`src/hdl/pwr_pkg.sv`:
```
/*
 * constants, offsets and types for the power stage event logic
 * assumes a 40 MHz aclk and a 5 ms processing cycle
 */
package pwr_pkg;
    localparam int NSTAGE = 4;
    localparam int NREC   = 12;
    localparam int AW     = 8;
    localparam int PW     = 16;   // power sample width, signed
    localparam int TW     = 16;   // timer width, processing cycles
    localparam int CW     = 10;   // occurrence counter width
    localparam int RW     = 21;   // remaining time width, ms
    // register offsets
    localparam logic [AW-1:0] A_CTRL   = 8'h00;
    localparam logic [AW-1:0] A_PICKUP = 8'h04;
    localparam logic [AW-1:0] A_OPDLY  = 8'h08;
    localparam logic [AW-1:0] A_RELDLY = 8'h0C;
    localparam logic [AW-1:0] A_SETGRP = 8'h10;
    localparam logic [AW-1:0] A_STATUS = 8'h14;
    localparam logic [AW-1:0] A_CNTCLR = 8'h18;
    localparam logic [AW-1:0] A_RECSEL = 8'h1C;
    localparam logic [AW-1:0] A_REC_A  = 8'h20;
    localparam logic [AW-1:0] A_REC_B  = 8'h24;
    localparam logic [AW-1:0] A_REC_C  = 8'h28;
    localparam logic [AW-1:0] A_REC_D  = 8'h2C;
    localparam logic [AW-1:0] A_REC_E  = 8'h30;
    localparam logic [AW-1:0] A_CNT0   = 8'h40;
    localparam logic [AW-1:0] A_CNTEND = 8'h50;
    // control fields
    localparam int C_FEN   = 0;
    localparam int C_FVAL  = 1;
    localparam int C_UNDER = 3;
    localparam int C_SON   = 4;
    localparam int C_SOFF  = 5;
    localparam int CTRL_W  = 6;
    localparam logic [CTRL_W-1:0] CTRL_RST   = 6'h30;
    localparam logic [PW-1:0]     PICKUP_RST = 16'h0000;
    localparam logic [TW-1:0]     OPDLY_RST  = 16'h0014;
    localparam logic [TW-1:0]     RELDLY_RST = 16'h0004;
    // timing
    localparam int CLK_NS         = 25;
    localparam int NS_PER_MS      = 1000000;
    localparam int CYCLE_MS       = 5;
    localparam int CYCLE_CLKS_DEF = CYCLE_MS * NS_PER_MS / CLK_NS;
    localparam int PRE_TRIG_MS    = 20;
    localparam int PRE_FAULT_MS   = 200;
    localparam int HIST_TRIG      = PRE_TRIG_MS / CYCLE_MS;
    localparam int HIST_LEN       = PRE_FAULT_MS / CYCLE_MS + 1;
    // release ratios in percent
    localparam logic signed [7:0] R_BASE  = 8'sh64;
    localparam logic signed [7:0] R_OVER  = 8'sh61;
    localparam logic signed [7:0] R_UNDER = 8'sh67;
    // status flag bits
    localparam int FL_START = 0;
    localparam int FL_TRIP  = 1;
    localparam int FL_BLOCK = 2;
    // event indices
    localparam logic [2:0] EV_START_ON = 3'h0;
    localparam logic [2:0] EV_TRIP_ON  = 3'h2;
    localparam logic [2:0] EV_BLOCK_ON = 3'h4;
    localparam int NEV = 6;
    localparam logic [1:0] RESP_OKAY   = 2'h0;
    localparam logic [1:0] RESP_SLVERR = 2'h2;

    typedef enum logic [2:0] {
        ST_IDLE  = 3'b000,
        ST_START = 3'b001,
        ST_TRIP  = 3'b010,
        ST_BLOCK = 3'b011,
        ST_REL   = 3'b100
    } stage_e;

    typedef enum logic [1:0] {
        F_NORMAL = 2'b00,
        F_START  = 2'b01,
        F_TRIP   = 2'b10,
        F_BLOCK  = 2'b11
    } force_e;
endpackage : pwr_pkg

```
`src/hdl/power_stage_block_event_logic.sv`:
```
/*
 * four-stage power protection: blocking, definite-time supervision,
 * events, occurrence counters and a twelve-entry fault record store
 * assumes block_in, meas_power and time_stamp synchronous to aclk
 */
// Design decisions made here: the AXI4-Lite register port and the register addresses.
`timescale 1ns/1ps
module power_stage_block_event_logic
    import pwr_pkg::*;
#(
    parameter int CYCLE_CLKS = CYCLE_CLKS_DEF
)(
    input  wire logic                aclk,
    input  wire logic                aresetn,
    input  wire logic [AW-1:0]       awaddr,
    input  wire logic                awvalid,
    output logic                     awready,
    input  wire logic [31:0]         wdata,
    input  wire logic [3:0]          wstrb,
    input  wire logic                wvalid,
    output logic                     wready,
    output logic [1:0]               bresp,
    output logic                     bvalid,
    input  wire logic                bready,
    input  wire logic [AW-1:0]       araddr,
    input  wire logic                arvalid,
    output logic                     arready,
    output logic [31:0]              rdata,
    output logic [1:0]               rresp,
    output logic                     rvalid,
    input  wire logic                rready,
    input  wire logic [NSTAGE-1:0]   block_in,
    input  wire logic [NSTAGE*PW-1:0] meas_power,
    input  wire logic [31:0]         time_stamp,
    output logic [NSTAGE-1:0]        start_out,
    output logic [NSTAGE-1:0]        trip_out,
    output logic [NSTAGE-1:0]        blocked_out,
    output logic                     event_valid,
    output logic [1:0]               event_stage,
    output logic [NEV-1:0]           event_flags,
    output logic [31:0]              event_time
);

    function automatic logic [2:0] flags(input stage_e s);
        flags = 3'h0;
        flags[FL_START] = (s == ST_START) || (s == ST_TRIP);
        flags[FL_TRIP]  = (s == ST_TRIP);
        flags[FL_BLOCK] = (s == ST_BLOCK);
    endfunction : flags

    function automatic logic mapped(input logic [AW-1:0] a);
        mapped = (a[1:0] == 2'h0) &&
                 (a <= A_REC_E || (a >= A_CNT0 && a < A_CNTEND));
    endfunction : mapped

    function automatic logic [31:0] merge(input logic [31:0] o,
                                          input logic [31:0] n,
                                          input logic [3:0]  s);
        merge = o;
        for (int b = 0; b < 4; b++) begin
            if (s[b]) merge[b*8 +: 8] = n[b*8 +: 8];
        end
    endfunction : merge

    ////////////////////////////////////////////////////////////////////
    // processing cycle tick and measurement history

    logic [17:0]         cyc_reg;
    logic                tick;
    logic signed [PW-1:0] hist [NSTAGE][HIST_LEN];

    // free-running processing cycle counter
    always_ff @(posedge aclk) begin
        if (!aresetn) cyc_reg <= 18'h00000;
        else if (tick) cyc_reg <= 18'h00000;
        else cyc_reg <= cyc_reg + 18'h00001;
    end
    assign tick = (cyc_reg == 18'(CYCLE_CLKS - 1));

    // per-stage delay line of one sample per cycle
    generate
        for (genvar g = 0; g < NSTAGE; g++) begin : g_hist
            always_ff @(posedge aclk) begin
                if (tick) begin
                    hist[g][0] <= meas_power[g*PW +: PW];
                    for (int k = 1; k < HIST_LEN; k++) begin
                        hist[g][k] <= hist[g][k-1];
                    end
                end
            end
        end
    endgenerate

    ////////////////////////////////////////////////////////////////////
    // register file and axi4-lite slave

    logic [CTRL_W-1:0] ctrl_reg,   ctrl_next;
    logic [PW-1:0]     pickup_reg, pickup_next;
    logic [TW-1:0]     opdly_reg,  opdly_next;
    logic [TW-1:0]     reldly_reg, reldly_next;
    logic [2:0]        grp_reg,    grp_next;
    logic [3:0]        recsel_reg, recsel_next;
    logic [NSTAGE-1:0] clr_reg,    clr_next;
    logic              aw_ok_reg,  aw_ok_next;
    logic              w_ok_reg,   w_ok_next;
    logic [AW-1:0]     waddr_reg,  waddr_next;
    logic [31:0]       wdat_reg,   wdat_next;
    logic [3:0]        wstb_reg,   wstb_next;
    logic              bvalid_reg, bvalid_next;
    logic [1:0]        bresp_reg,  bresp_next;
    logic              arrdy_reg,  arrdy_next;
    logic              rvalid_reg, rvalid_next;
    logic [1:0]        rresp_reg,  rresp_next;
    logic [31:0]       rdata_reg,  rdata_next;
    logic [31:0]       rd_val;
    logic [4:0]        ri;

    // record store and counters, driven further down
    logic [31:0]       rec_time [NREC];
    logic [PW-1:0]     rec_pre20 [NREC];
    logic [PW-1:0]     rec_fault [NREC];
    logic [PW-1:0]     rec_pre200 [NREC];
    logic [RW-1:0]     rec_rem [NREC];
    logic [7:0]        rec_info [NREC];
    logic [3:0]        wptr_reg, wptr_next;
    logic [3:0]        rcnt_reg, rcnt_next;
    logic [CW-1:0]     cnt_reg [NSTAGE][3];
    logic [CW-1:0]     cnt_next [NSTAGE][3];

    // read mux, record index counts back from the newest
    always_comb begin
        ri = 5'(wptr_reg) + 5'(NREC - 1) - 5'(recsel_reg);
        if (ri >= 5'(NREC)) ri = ri - 5'(NREC);
        rd_val = 32'h0000_0000;
        case (araddr)
            A_CTRL:   rd_val = 32'(ctrl_reg);
            A_PICKUP: rd_val = 32'(pickup_reg);
            A_OPDLY:  rd_val = 32'(opdly_reg);
            A_RELDLY: rd_val = 32'(reldly_reg);
            A_SETGRP: rd_val = 32'(grp_reg);
            A_STATUS: rd_val = {20'h00000, blocked_out, trip_out, start_out};
            A_RECSEL: rd_val = {24'h000000, rcnt_reg, recsel_reg};
            default:  rd_val = 32'h0000_0000;
        endcase
        if (recsel_reg < rcnt_reg) begin
            case (araddr)
                A_REC_A: rd_val = rec_time[ri[3:0]];
                A_REC_B: rd_val = {rec_pre20[ri[3:0]], rec_fault[ri[3:0]]};
                A_REC_C: rd_val = 32'(rec_pre200[ri[3:0]]);
                A_REC_D: rd_val = 32'(rec_info[ri[3:0]]);
                A_REC_E: rd_val = 32'(rec_rem[ri[3:0]]);
                default: ;
            endcase
        end
        if (araddr >= A_CNT0 && araddr < A_CNTEND) begin
            rd_val = {2'h0, cnt_reg[araddr[3:2]][FL_BLOCK],
                      cnt_reg[araddr[3:2]][FL_TRIP],
                      cnt_reg[araddr[3:2]][FL_START]};
        end
    end

    // bus handshakes and register writes
    always_comb begin
        ctrl_next   = ctrl_reg;
        pickup_next = pickup_reg;
        opdly_next  = opdly_reg;
        reldly_next = reldly_reg;
        grp_next    = grp_reg;
        recsel_next = recsel_reg;
        clr_next    = '0;
        aw_ok_next  = aw_ok_reg | awvalid;
        w_ok_next   = w_ok_reg | wvalid;
        waddr_next  = aw_ok_reg ? waddr_reg : awaddr;
        wdat_next   = w_ok_reg ? wdat_reg : wdata;
        wstb_next   = w_ok_reg ? wstb_reg : wstrb;
        bvalid_next = bvalid_reg & ~bready;
        bresp_next  = bresp_reg;
        arrdy_next  = arrdy_reg;
        rvalid_next = rvalid_reg;
        rresp_next  = rresp_reg;
        rdata_next  = rdata_reg;
        if (aw_ok_reg && w_ok_reg && !bvalid_reg) begin
            aw_ok_next  = 1'b0;
            w_ok_next   = 1'b0;
            bvalid_next = 1'b1;
            bresp_next  = mapped(waddr_reg) ? RESP_OKAY : RESP_SLVERR;
            case (waddr_reg)
                A_CTRL:   ctrl_next = CTRL_W'(merge(32'(ctrl_reg),
                                      wdat_reg, wstb_reg));
                A_PICKUP: pickup_next = PW'(merge(32'(pickup_reg),
                                        wdat_reg, wstb_reg));
                A_OPDLY:  opdly_next = TW'(merge(32'(opdly_reg),
                                       wdat_reg, wstb_reg));
                A_RELDLY: reldly_next = TW'(merge(32'(reldly_reg),
                                        wdat_reg, wstb_reg));
                A_SETGRP: if (wstb_reg[0]) grp_next = wdat_reg[2:0];
                A_CNTCLR: if (wstb_reg[0]) clr_next = wdat_reg[3:0];
                A_RECSEL: if (wstb_reg[0] && wdat_reg[3:0] < 4'(NREC))
                              recsel_next = wdat_reg[3:0];
                default:  ;
            endcase
        end
        if (arvalid && arrdy_reg) begin
            arrdy_next  = 1'b0;
            rvalid_next = 1'b1;
            rdata_next  = rd_val;
            rresp_next  = mapped(araddr) ? RESP_OKAY : RESP_SLVERR;
        end else if (rvalid_reg && rready) begin
            rvalid_next = 1'b0;
            arrdy_next  = 1'b1;
        end
    end

    always_ff @(posedge aclk) begin
        if (!aresetn) begin
            ctrl_reg   <= CTRL_RST;
            pickup_reg <= PICKUP_RST;
            opdly_reg  <= OPDLY_RST;
            reldly_reg <= RELDLY_RST;
            grp_reg    <= 3'h0;
            recsel_reg <= 4'h0;
            clr_reg    <= '0;
            aw_ok_reg  <= 1'b0;
            w_ok_reg   <= 1'b0;
            waddr_reg  <= '0;
            wdat_reg   <= 32'h0000_0000;
            wstb_reg   <= 4'h0;
            bvalid_reg <= 1'b0;
            bresp_reg  <= RESP_OKAY;
            arrdy_reg  <= 1'b1;
            rvalid_reg <= 1'b0;
            rresp_reg  <= RESP_OKAY;
            rdata_reg  <= 32'h0000_0000;
        end else begin
            ctrl_reg   <= ctrl_next;
            pickup_reg <= pickup_next;
            opdly_reg  <= opdly_next;
            reldly_reg <= reldly_next;
            grp_reg    <= grp_next;
            recsel_reg <= recsel_next;
            clr_reg    <= clr_next;
            aw_ok_reg  <= aw_ok_next;
            w_ok_reg   <= w_ok_next;
            waddr_reg  <= waddr_next;
            wdat_reg   <= wdat_next;
            wstb_reg   <= wstb_next;
            bvalid_reg <= bvalid_next;
            bresp_reg  <= bresp_next;
            arrdy_reg  <= arrdy_next;
            rvalid_reg <= rvalid_next;
            rresp_reg  <= rresp_next;
            rdata_reg  <= rdata_next;
        end
    end

    assign awready = ~aw_ok_reg;
    assign wready  = ~w_ok_reg;
    assign bvalid  = bvalid_reg;
    assign bresp   = bresp_reg;
    assign arready = arrdy_reg;
    assign rvalid  = rvalid_reg;
    assign rresp   = rresp_reg;
    assign rdata   = rdata_reg;

    ////////////////////////////////////////////////////////////////////
    // stage sweep: one stage handled per clock after each tick

    stage_e            st_reg [NSTAGE];
    stage_e            st_next [NSTAGE];
    logic [TW-1:0]     tmr_reg [NSTAGE];
    logic [TW-1:0]     tmr_next [NSTAGE];
    logic [TW-1:0]     rtm_reg [NSTAGE];
    logic [TW-1:0]     rtm_next [NSTAGE];
    logic [NSTAGE-1:0] pk_reg,   pk_next;
    logic [NSTAGE-1:0] blk_reg,  blk_next;
    logic [2:0]        sw_reg,   sw_next;
    logic [NSTAGE-1:0] so_next,  to_next, bo_next;
    logic              ev_next;
    logic [NEV-1:0]    evf_next;
    logic [1:0]        evs_next;
    logic [31:0]       evt_next;
    logic              rec_we;
    logic [7:0]        info_w;
    logic [RW-1:0]     rem_w;
    logic [1:0]        idx;
    logic signed [PW-1:0] m, s;
    logic signed [23:0] m_sc, s_sc;
    logic              pk, blk;
    logic [2:0]        f_old, f_new, rise, fall;
    logic [2:0]        f_out;

    always_comb begin
        st_next  = st_reg;
        tmr_next = tmr_reg;
        rtm_next = rtm_reg;
        pk_next  = pk_reg;
        cnt_next = cnt_reg;
        blk_next = tick ? block_in : blk_reg;
        sw_next  = tick ? 3'h0 :
                   (sw_reg < 3'(NSTAGE) ? sw_reg + 3'h1 : sw_reg);
        idx      = sw_reg[1:0];
        m        = hist[idx][0];
        s        = pickup_reg;
        m_sc     = 24'(m) * 24'(R_BASE);
        s_sc     = 24'(s) * 24'(ctrl_reg[C_UNDER] ? R_UNDER : R_OVER);
        blk      = blk_reg[idx];
        ev_next  = 1'b0;
        evf_next = '0;
        evs_next = idx;
        evt_next = time_stamp;
        rec_we   = 1'b0;
        info_w   = 8'h00;
        rem_w    = '0;
        rise     = 3'h0;
        fall     = 3'h0;
        f_out    = 3'h0;
        f_old    = flags(st_reg[idx]);
        f_new    = f_old;
        pk       = pk_reg[idx];
        for (int i = 0; i < NSTAGE; i++) begin
            if (clr_reg[i]) begin
                for (int k = 0; k < 3; k++) cnt_next[i][k] = '0;
            end
        end
        if (sw_reg < 3'(NSTAGE)) begin
            // hysteresis on the release side only
            if (ctrl_reg[C_UNDER]) pk = pk ? (m_sc < s_sc) : (m < s);
            else pk = pk ? (m_sc > s_sc) : (m > s);
            pk_next[idx] = pk;
            case (st_reg[idx])
                ST_IDLE: if (pk) begin
                    if (blk) st_next[idx] = ST_BLOCK;
                    else begin
                        st_next[idx]  = ST_START;
                        tmr_next[idx] = '0;
                    end
                end
                ST_START: if (blk || !pk) begin
                    st_next[idx]  = ST_REL;
                    rtm_next[idx] = '0;
                end else if (tmr_reg[idx] + 16'h0001 >= opdly_reg) begin
                    st_next[idx]  = ST_TRIP;
                    tmr_next[idx] = opdly_reg;
                end else tmr_next[idx] = tmr_reg[idx] + 16'h0001;
                ST_REL: if (pk && !blk) st_next[idx] = ST_START;
                else if (rtm_reg[idx] + 16'h0001 >= reldly_reg) begin
                    st_next[idx]  = ST_IDLE;
                    tmr_next[idx] = '0;
                end else rtm_next[idx] = rtm_reg[idx] + 16'h0001;
                ST_TRIP: if (!pk) begin
                    st_next[idx]  = ST_IDLE;
                    tmr_next[idx] = '0;
                end
                ST_BLOCK: if (!pk) st_next[idx] = ST_IDLE;
                else if (!blk) begin
                    st_next[idx]  = ST_START;
                    tmr_next[idx] = '0;
                end
                default: st_next[idx] = ST_IDLE;
            endcase
            if (ctrl_reg[C_FEN]) begin
                case (force_e'(ctrl_reg[C_FVAL +: 2]))
                    F_START: st_next[idx] = ST_START;
                    F_TRIP:  st_next[idx] = ST_TRIP;
                    F_BLOCK: st_next[idx] = ST_BLOCK;
                    default: st_next[idx] = ST_IDLE;
                endcase
                tmr_next[idx] = '0;
            end
            f_new = flags(st_next[idx]);
            rise  = f_new & ~f_old;
            fall  = f_old & ~f_new;
            for (int k = 0; k < 3; k++) begin
                cnt_next[idx][k] = cnt_next[idx][k] + CW'(rise[k]);
                evf_next[2*k]    = rise[k] & ctrl_reg[C_SON];
                evf_next[2*k+1]  = fall[k] & ctrl_reg[C_SOFF];
            end
            ev_next = |evf_next;
            rec_we  = |rise;
            rem_w   = RW'((opdly_reg - tmr_next[idx]) * CYCLE_MS);
            info_w  = {grp_reg, idx, rise[FL_TRIP] ? EV_TRIP_ON :
                       rise[FL_START] ? EV_START_ON : EV_BLOCK_ON};
        end
        for (int i = 0; i < NSTAGE; i++) begin
            f_out      = flags(st_next[i]);
            so_next[i] = f_out[FL_START];
            to_next[i] = f_out[FL_TRIP];
            bo_next[i] = f_out[FL_BLOCK];
        end
        wptr_next = wptr_reg;
        rcnt_next = rcnt_reg;
        if (rec_we) begin
            wptr_next = (wptr_reg == 4'(NREC - 1)) ? 4'h0 : wptr_reg + 4'h1;
            if (rcnt_reg < 4'(NREC)) rcnt_next = rcnt_reg + 4'h1;
        end
    end

    always_ff @(posedge aclk) begin
        if (!aresetn) begin
            for (int i = 0; i < NSTAGE; i++) begin
                st_reg[i]  <= ST_IDLE;
                tmr_reg[i] <= '0;
                rtm_reg[i] <= '0;
                for (int k = 0; k < 3; k++) cnt_reg[i][k] <= '0;
            end
            pk_reg      <= '0;
            blk_reg     <= '0;
            sw_reg      <= 3'(NSTAGE);
            start_out   <= '0;
            trip_out    <= '0;
            blocked_out <= '0;
            event_valid <= 1'b0;
            event_flags <= '0;
            event_stage <= 2'h0;
            event_time  <= 32'h0000_0000;
            wptr_reg    <= 4'h0;
            rcnt_reg    <= 4'h0;
        end else begin
            st_reg      <= st_next;
            tmr_reg     <= tmr_next;
            rtm_reg     <= rtm_next;
            cnt_reg     <= cnt_next;
            pk_reg      <= pk_next;
            blk_reg     <= blk_next;
            sw_reg      <= sw_next;
            start_out   <= so_next;
            trip_out    <= to_next;
            blocked_out <= bo_next;
            event_valid <= ev_next;
            event_flags <= evf_next;
            event_stage <= evs_next;
            event_time  <= evt_next;
            wptr_reg    <= wptr_next;
            rcnt_reg    <= rcnt_next;
        end
    end

    // fault record ring, oldest slot overwritten when full
    always_ff @(posedge aclk) begin
        if (rec_we) begin
            rec_time[wptr_reg]   <= time_stamp;
            rec_pre20[wptr_reg]  <= hist[idx][HIST_TRIG];
            rec_fault[wptr_reg]  <= m;
            rec_pre200[wptr_reg] <= hist[idx][HIST_LEN-1];
            rec_rem[wptr_reg]    <= rem_w;
            rec_info[wptr_reg]   <= info_w;
        end
    end

endmodule : power_stage_block_event_logic

```
`config.mk`:
```
export PLATFORM = sky130hd
export DESIGN_NAME = power_stage_block_event_logic
export DESIGN_NICKNAME = d
export VERILOG_FILES = /design/src/hdl/pwr_pkg.sv /design/src/hdl/power_stage_block_event_logic.sv
export SDC_FILE = /design/constraint.sdc
export NUM_CORES = 2
export LEC_CHECK = 0
export BUFFER_PORTS_ARGS = -buffer_cell sky130_fd_sc_hd__buf_2
export CORE_ASPECT_RATIO = 1.5
export CORE_MARGIN = 8
export CORE_UTILIZATION = 25
export CTS_CLUSTER_DIAMETER = 100
export DETAILED_ROUTE_END_ITERATION = 8
export GPL_TIMING_DRIVEN = 0
export PLACE_DENSITY = 0.5
export SLEW_MARGIN = 20
export SYNTH_ARGS = -nofsm -noshare
export SYNTH_HDL_FRONTEND = slang
export SYNTH_SLANG_ARGS = --single-unit
```
`constraint.sdc`:
```
create_clock -name aclk -period 297.9 [get_ports aclk]
set_input_delay 74.475 -clock aclk [delete_from_list [all_inputs] [get_ports aclk]]
set_output_delay 74.475 -clock aclk [all_outputs]
set_load 0.05 [all_outputs]
```
==> impl_metrics.env <==
export IMPL_rrSetupSlack_ns=279.61
export IMPL_htreeDepth=5
export IMPL_max_flop_register="hist"
export IMPL_layout_commonest_cell="edfxtp_1"
export IMPL_maxSlewHeadroom_pct=17.0
export IMPL_critical_path_class="primary input to register"
export IMPL_r2r_end="rec_rem[9][20]$_DFFE_PP_"
export IMPL_status="finished, violations left"
export IMPL_start_util_pct=25.0
export IMPL_drt_pre_antenna_iters=5
export IMPL_hold_viol_final=0
export IMPL_grt_overflow_total=0
export IMPL_slowest_delay_ns=0.91
export IMPL_tritoncts="yes"
export IMPL_avgViaCountPerCell=4.39
export IMPL_cts_root_buf="clkbuf_16"
export IMPL_cp_required_ns=298.67
export IMPL_syn_cell_area_um2=161000
export IMPL_synth_xor_area_share_pct=0.746
export IMPL_wire_per_inst_um=23.5
export IMPL_setup_worst_path_end="rdata[4]$_SDFFE_PN0P_"
export IMPL_postSynthCellCount=8631
export IMPL_synth_edf_count=3920
export IMPL_die_area_um2=670000
export IMPL_tns_ns=0
export IMPL_die_h_um=999
export IMPL_core_area_um2=643000
export IMPL_grt_max_degree=38
export IMPL_startpoint_type="primary input"
export IMPL_cts_num_sinks=4402
export IMPL_std_cell_rows=361
export IMPL_drc=0
export IMPL_port_buffers=229
export IMPL_clk_pin_slew_ns=0.06
export IMPL_crit_path_start="araddr[2]"
export IMPL_ys_dominant_reg_cell="edfxtp_1"
export IMPL_synth_top_family_by_area="multiplexers"
export IMPL_post_cts_repair_setup_buffers=0
export IMPL_ys_ff_latch=4402
export IMPL_ir_drop_v=0.00000550
export IMPL_pwr_density_cell_nw_per_um2=6.31
export IMPL_grt_pass1_vias=82943
export IMPL_top_regs="hist: 2624 flops, rec_time: 384 flops, rec_rem: 252 flops"
export IMPL_ios=253
export IMPL_fin_skew_ns=0.0712
export IMPL_violations="antenna rules"
export IMPL_p_leak_nw=61.9
export IMPL_fin_crit_ns=78.60
export IMPL_synth_compound_area_share_pct=4.48
export IMPL_drv_cap=0
export IMPL_ys_seq_area_share_pct=79.2
export IMPL_drive_gt1_share_pct=17.8
export IMPL_synth_async_reset_ratio_pct=0
export IMPL_finalWirelength_um=435000
export IMPL_slew_violations=0
export IMPL_worst_pin_slew_ns=1.24
export IMPL_nets=10123
export IMPL_reg2reg_depth=61
export IMPL_first_iter_violations=7010
export IMPL_area_delta_synth_final_pct=18.2
export IMPL_crit_chain="clkbuf_1 > nand3b_1 > nor2_1 > clkbuf_1 > a221oi_1 > o22ai_1 > o21ai_1 > o21ai_0 > a221oi_1 > a211oi_1"
export IMPL_clk_latency_ns=0.97
export IMPL_fp_dieW_um=671
export IMPL_cp_slowest_cell="a221oi_1"
export IMPL_syn_area_per_cell_um2=18.6
export IMPL_final_cell_mix="edfxtp_1, nor2_1, dfxtp_1"
export IMPL_drtAntennaViolNets=1
export IMPL_cts_hold_buf=0
export IMPL_antenna_found_initial=32
export IMPL_hold_class="register to register"
export IMPL_num_vias=81323
export IMPL_rsz0062_at_grt="false"
export IMPL_synth_cell_types=93
export IMPL_synthMuxAreaShare_pct=7.14
export IMPL_grt_total_usage_pct=12.5
export IMPL_setup_viol=0
export IMPL_synth_simple_area_share_pct=4.06
export IMPL_utilization_pct=29.6
export IMPL_place_hpwl_um=306000
export IMPL_crit_path_max_fanout=10
export IMPL_grt_pass1_wl_um=611000
export IMPL_max_freq_mhz=12.7
export IMPL_gp_congestion=0.922
export IMPL_cts_buffers_inserted=417
export IMPL_worstPathArrival_ns=79.38
export IMPL_yosys_warnings=0
export IMPL_cts_resized=0
export IMPL_cp_end_kind="register"
export IMPL_synthAdderAreaFrac_pct=2.84
export IMPL_clock_path_buffers=4
export IMPL_largest_register_ffs=2624
export IMPL_finalCritPeriodShare_pct=26.4
-- critical path, delay by kind of cell --
| kind | cells | cell delay, ns |
|---|---|---|
| simple gates | 2 | 0.51 |
| buf+inv | 2 | 1.13 |
| compound gates | 6 | 3.23 |
-- stage by stage --
step	hold WS, ns	power [mW]	worst slack, ns	std cells	instance area [µm²]
CTS	0.340	1.22	219.53	18513	190000
finish	0.356	1.20	219.30	18528	190000
global route	0.360	1.24	219.34	18515	190000
global placement	0.400	0.689	43.98	17391	173000
floorplan	0.400	0.683	111.44	8632	161000
detailed placement	0.405	0.689	218.53	17751	177000
-- power by group --
| part | internal [mW] | total, mW | leakage [nW] | switching (mW) |
|---|---|---|---|---|
| combinational | 0.00259 | 0.0116 | 16.2 | 0.00898 |
| clock | 0.290 | 0.524 | 6.47 | 0.234 |
| sequential | 0.664 | 0.664 | 39.3 | 0.000822 |
-- how the worst min path moves through the flow --
| stage | from | end | slack (ns) | cells past startpoint |
|---|---|---|---|---|
| global route | hist[2][600]$_DFFE_PP_ | hist[2][584]$_DFFE_PP_ | 0.36 | 0 |
| finish | hist[2][600]$_DFFE_PP_ | hist[2][584]$_DFFE_PP_ | 0.36 | 0 |
| CTS | hist[2][600]$_DFFE_PP_ | hist[2][584]$_DFFE_PP_ | 0.34 | 0 |
| floorplan | hist[0][16]$_DFFE_PP_ | hist[0][0]$_DFFE_PP_ | 0.40 | 0 |
| global placement | hist[0][387]$_DFFE_PP_ | hist[0][371]$_DFFE_PP_ | 0.40 | 0 |
| detailed placement | hist[0][116]$_DFFE_PP_ | hist[0][100]$_DFFE_PP_ | 0.40 | 0 |
-- per-layer routing --
metal	wire [µm]	up-vias	GRT usage [%]
met2	216000	2544	22.0
met4	26900	8	6.66
met3	23800	869	1.97
li1	-	35876	-
met1	168000	42026	14.7
met5	53	-	0
-- synthesized netlist by cell type, drive strengths merged (8+ instances only) --
| cell type | count | area (µm²) |
|---|---|---|
| a2111oi | 10 | 87.6 |
| a211oi | 68 | 510 |
| a21o | 26 | 195 |
| a21oi | 347 | 1740 |
| a221o | 27 | 270 |
| a221oi | 74 | 666 |
| a22o | 42 | 368 |
| a22oi | 94 | 706 |
| a311oi | 14 | 129 |
| a31oi | 72 | 450 |
| a32oi | 14 | 130 |
| a41oi | 11 | 96.3 |
| and2 | 80 | 500 |
| and3 | 69 | 432 |
| and4 | 10 | 90.1 |
| buf | 75 | 349 |
| clkbuf | 286 | 1070 |
| dfxtp | 482 | 9650 |
| edfxtp | 3920 | 118000 |
| fa | 68 | 1360 |
| ha | 256 | 3200 |
| inv | 290 | 1090 |
| mux2 | 12 | 135 |
| mux2i | 120 | 1200 |
| mux4 | 451 | 10200 |
| nand2 | 400 | 1500 |
| nand2b | 12 | 75.1 |
| nand3 | 131 | 661 |
| nand4 | 34 | 219 |
| nor2 | 561 | 2110 |
| nor2b | 28 | 175 |
| nor3 | 78 | 405 |
| nor4 | 20 | 125 |
| o211ai | 20 | 150 |
| o21a | 8 | 60.1 |
| o21ai | 119 | 596 |
| o21bai | 26 | 195 |
| o221ai | 9 | 78.8 |
| o22ai | 25 | 156 |
| xnor2 | 85 | 744 |
| xor2 | 52 | 455 |
-- cell families after synthesis --
kind of cell,count (synthesis)
simple gates,1455
mux,583
other cells,1
buf+inv,654
xor+xnor,137
fa+ha+maj,324
flops,4402
compound gates,1075
-- layout make-up --
| type | instances | area, µm² |
|---|---|---|
| Tap cell | 8530 | 10700 |
| Buffer | 361 | 1520 |
| Inverter | 293 | 1100 |
| Fill cell | 63191 | 453000 |
| Antenna cell | 15 | 37.5 |
| Clock buffer | 522 | 10900 |
| Timing Repair Buffer | 589 | 4940 |
| Multi-Input combinational cell | 3576 | 31200 |
| Sequential cell | 4402 | 127000 |
| Clock inverter | 240 | 2450 |
Power figures use the tool's default switching activity.
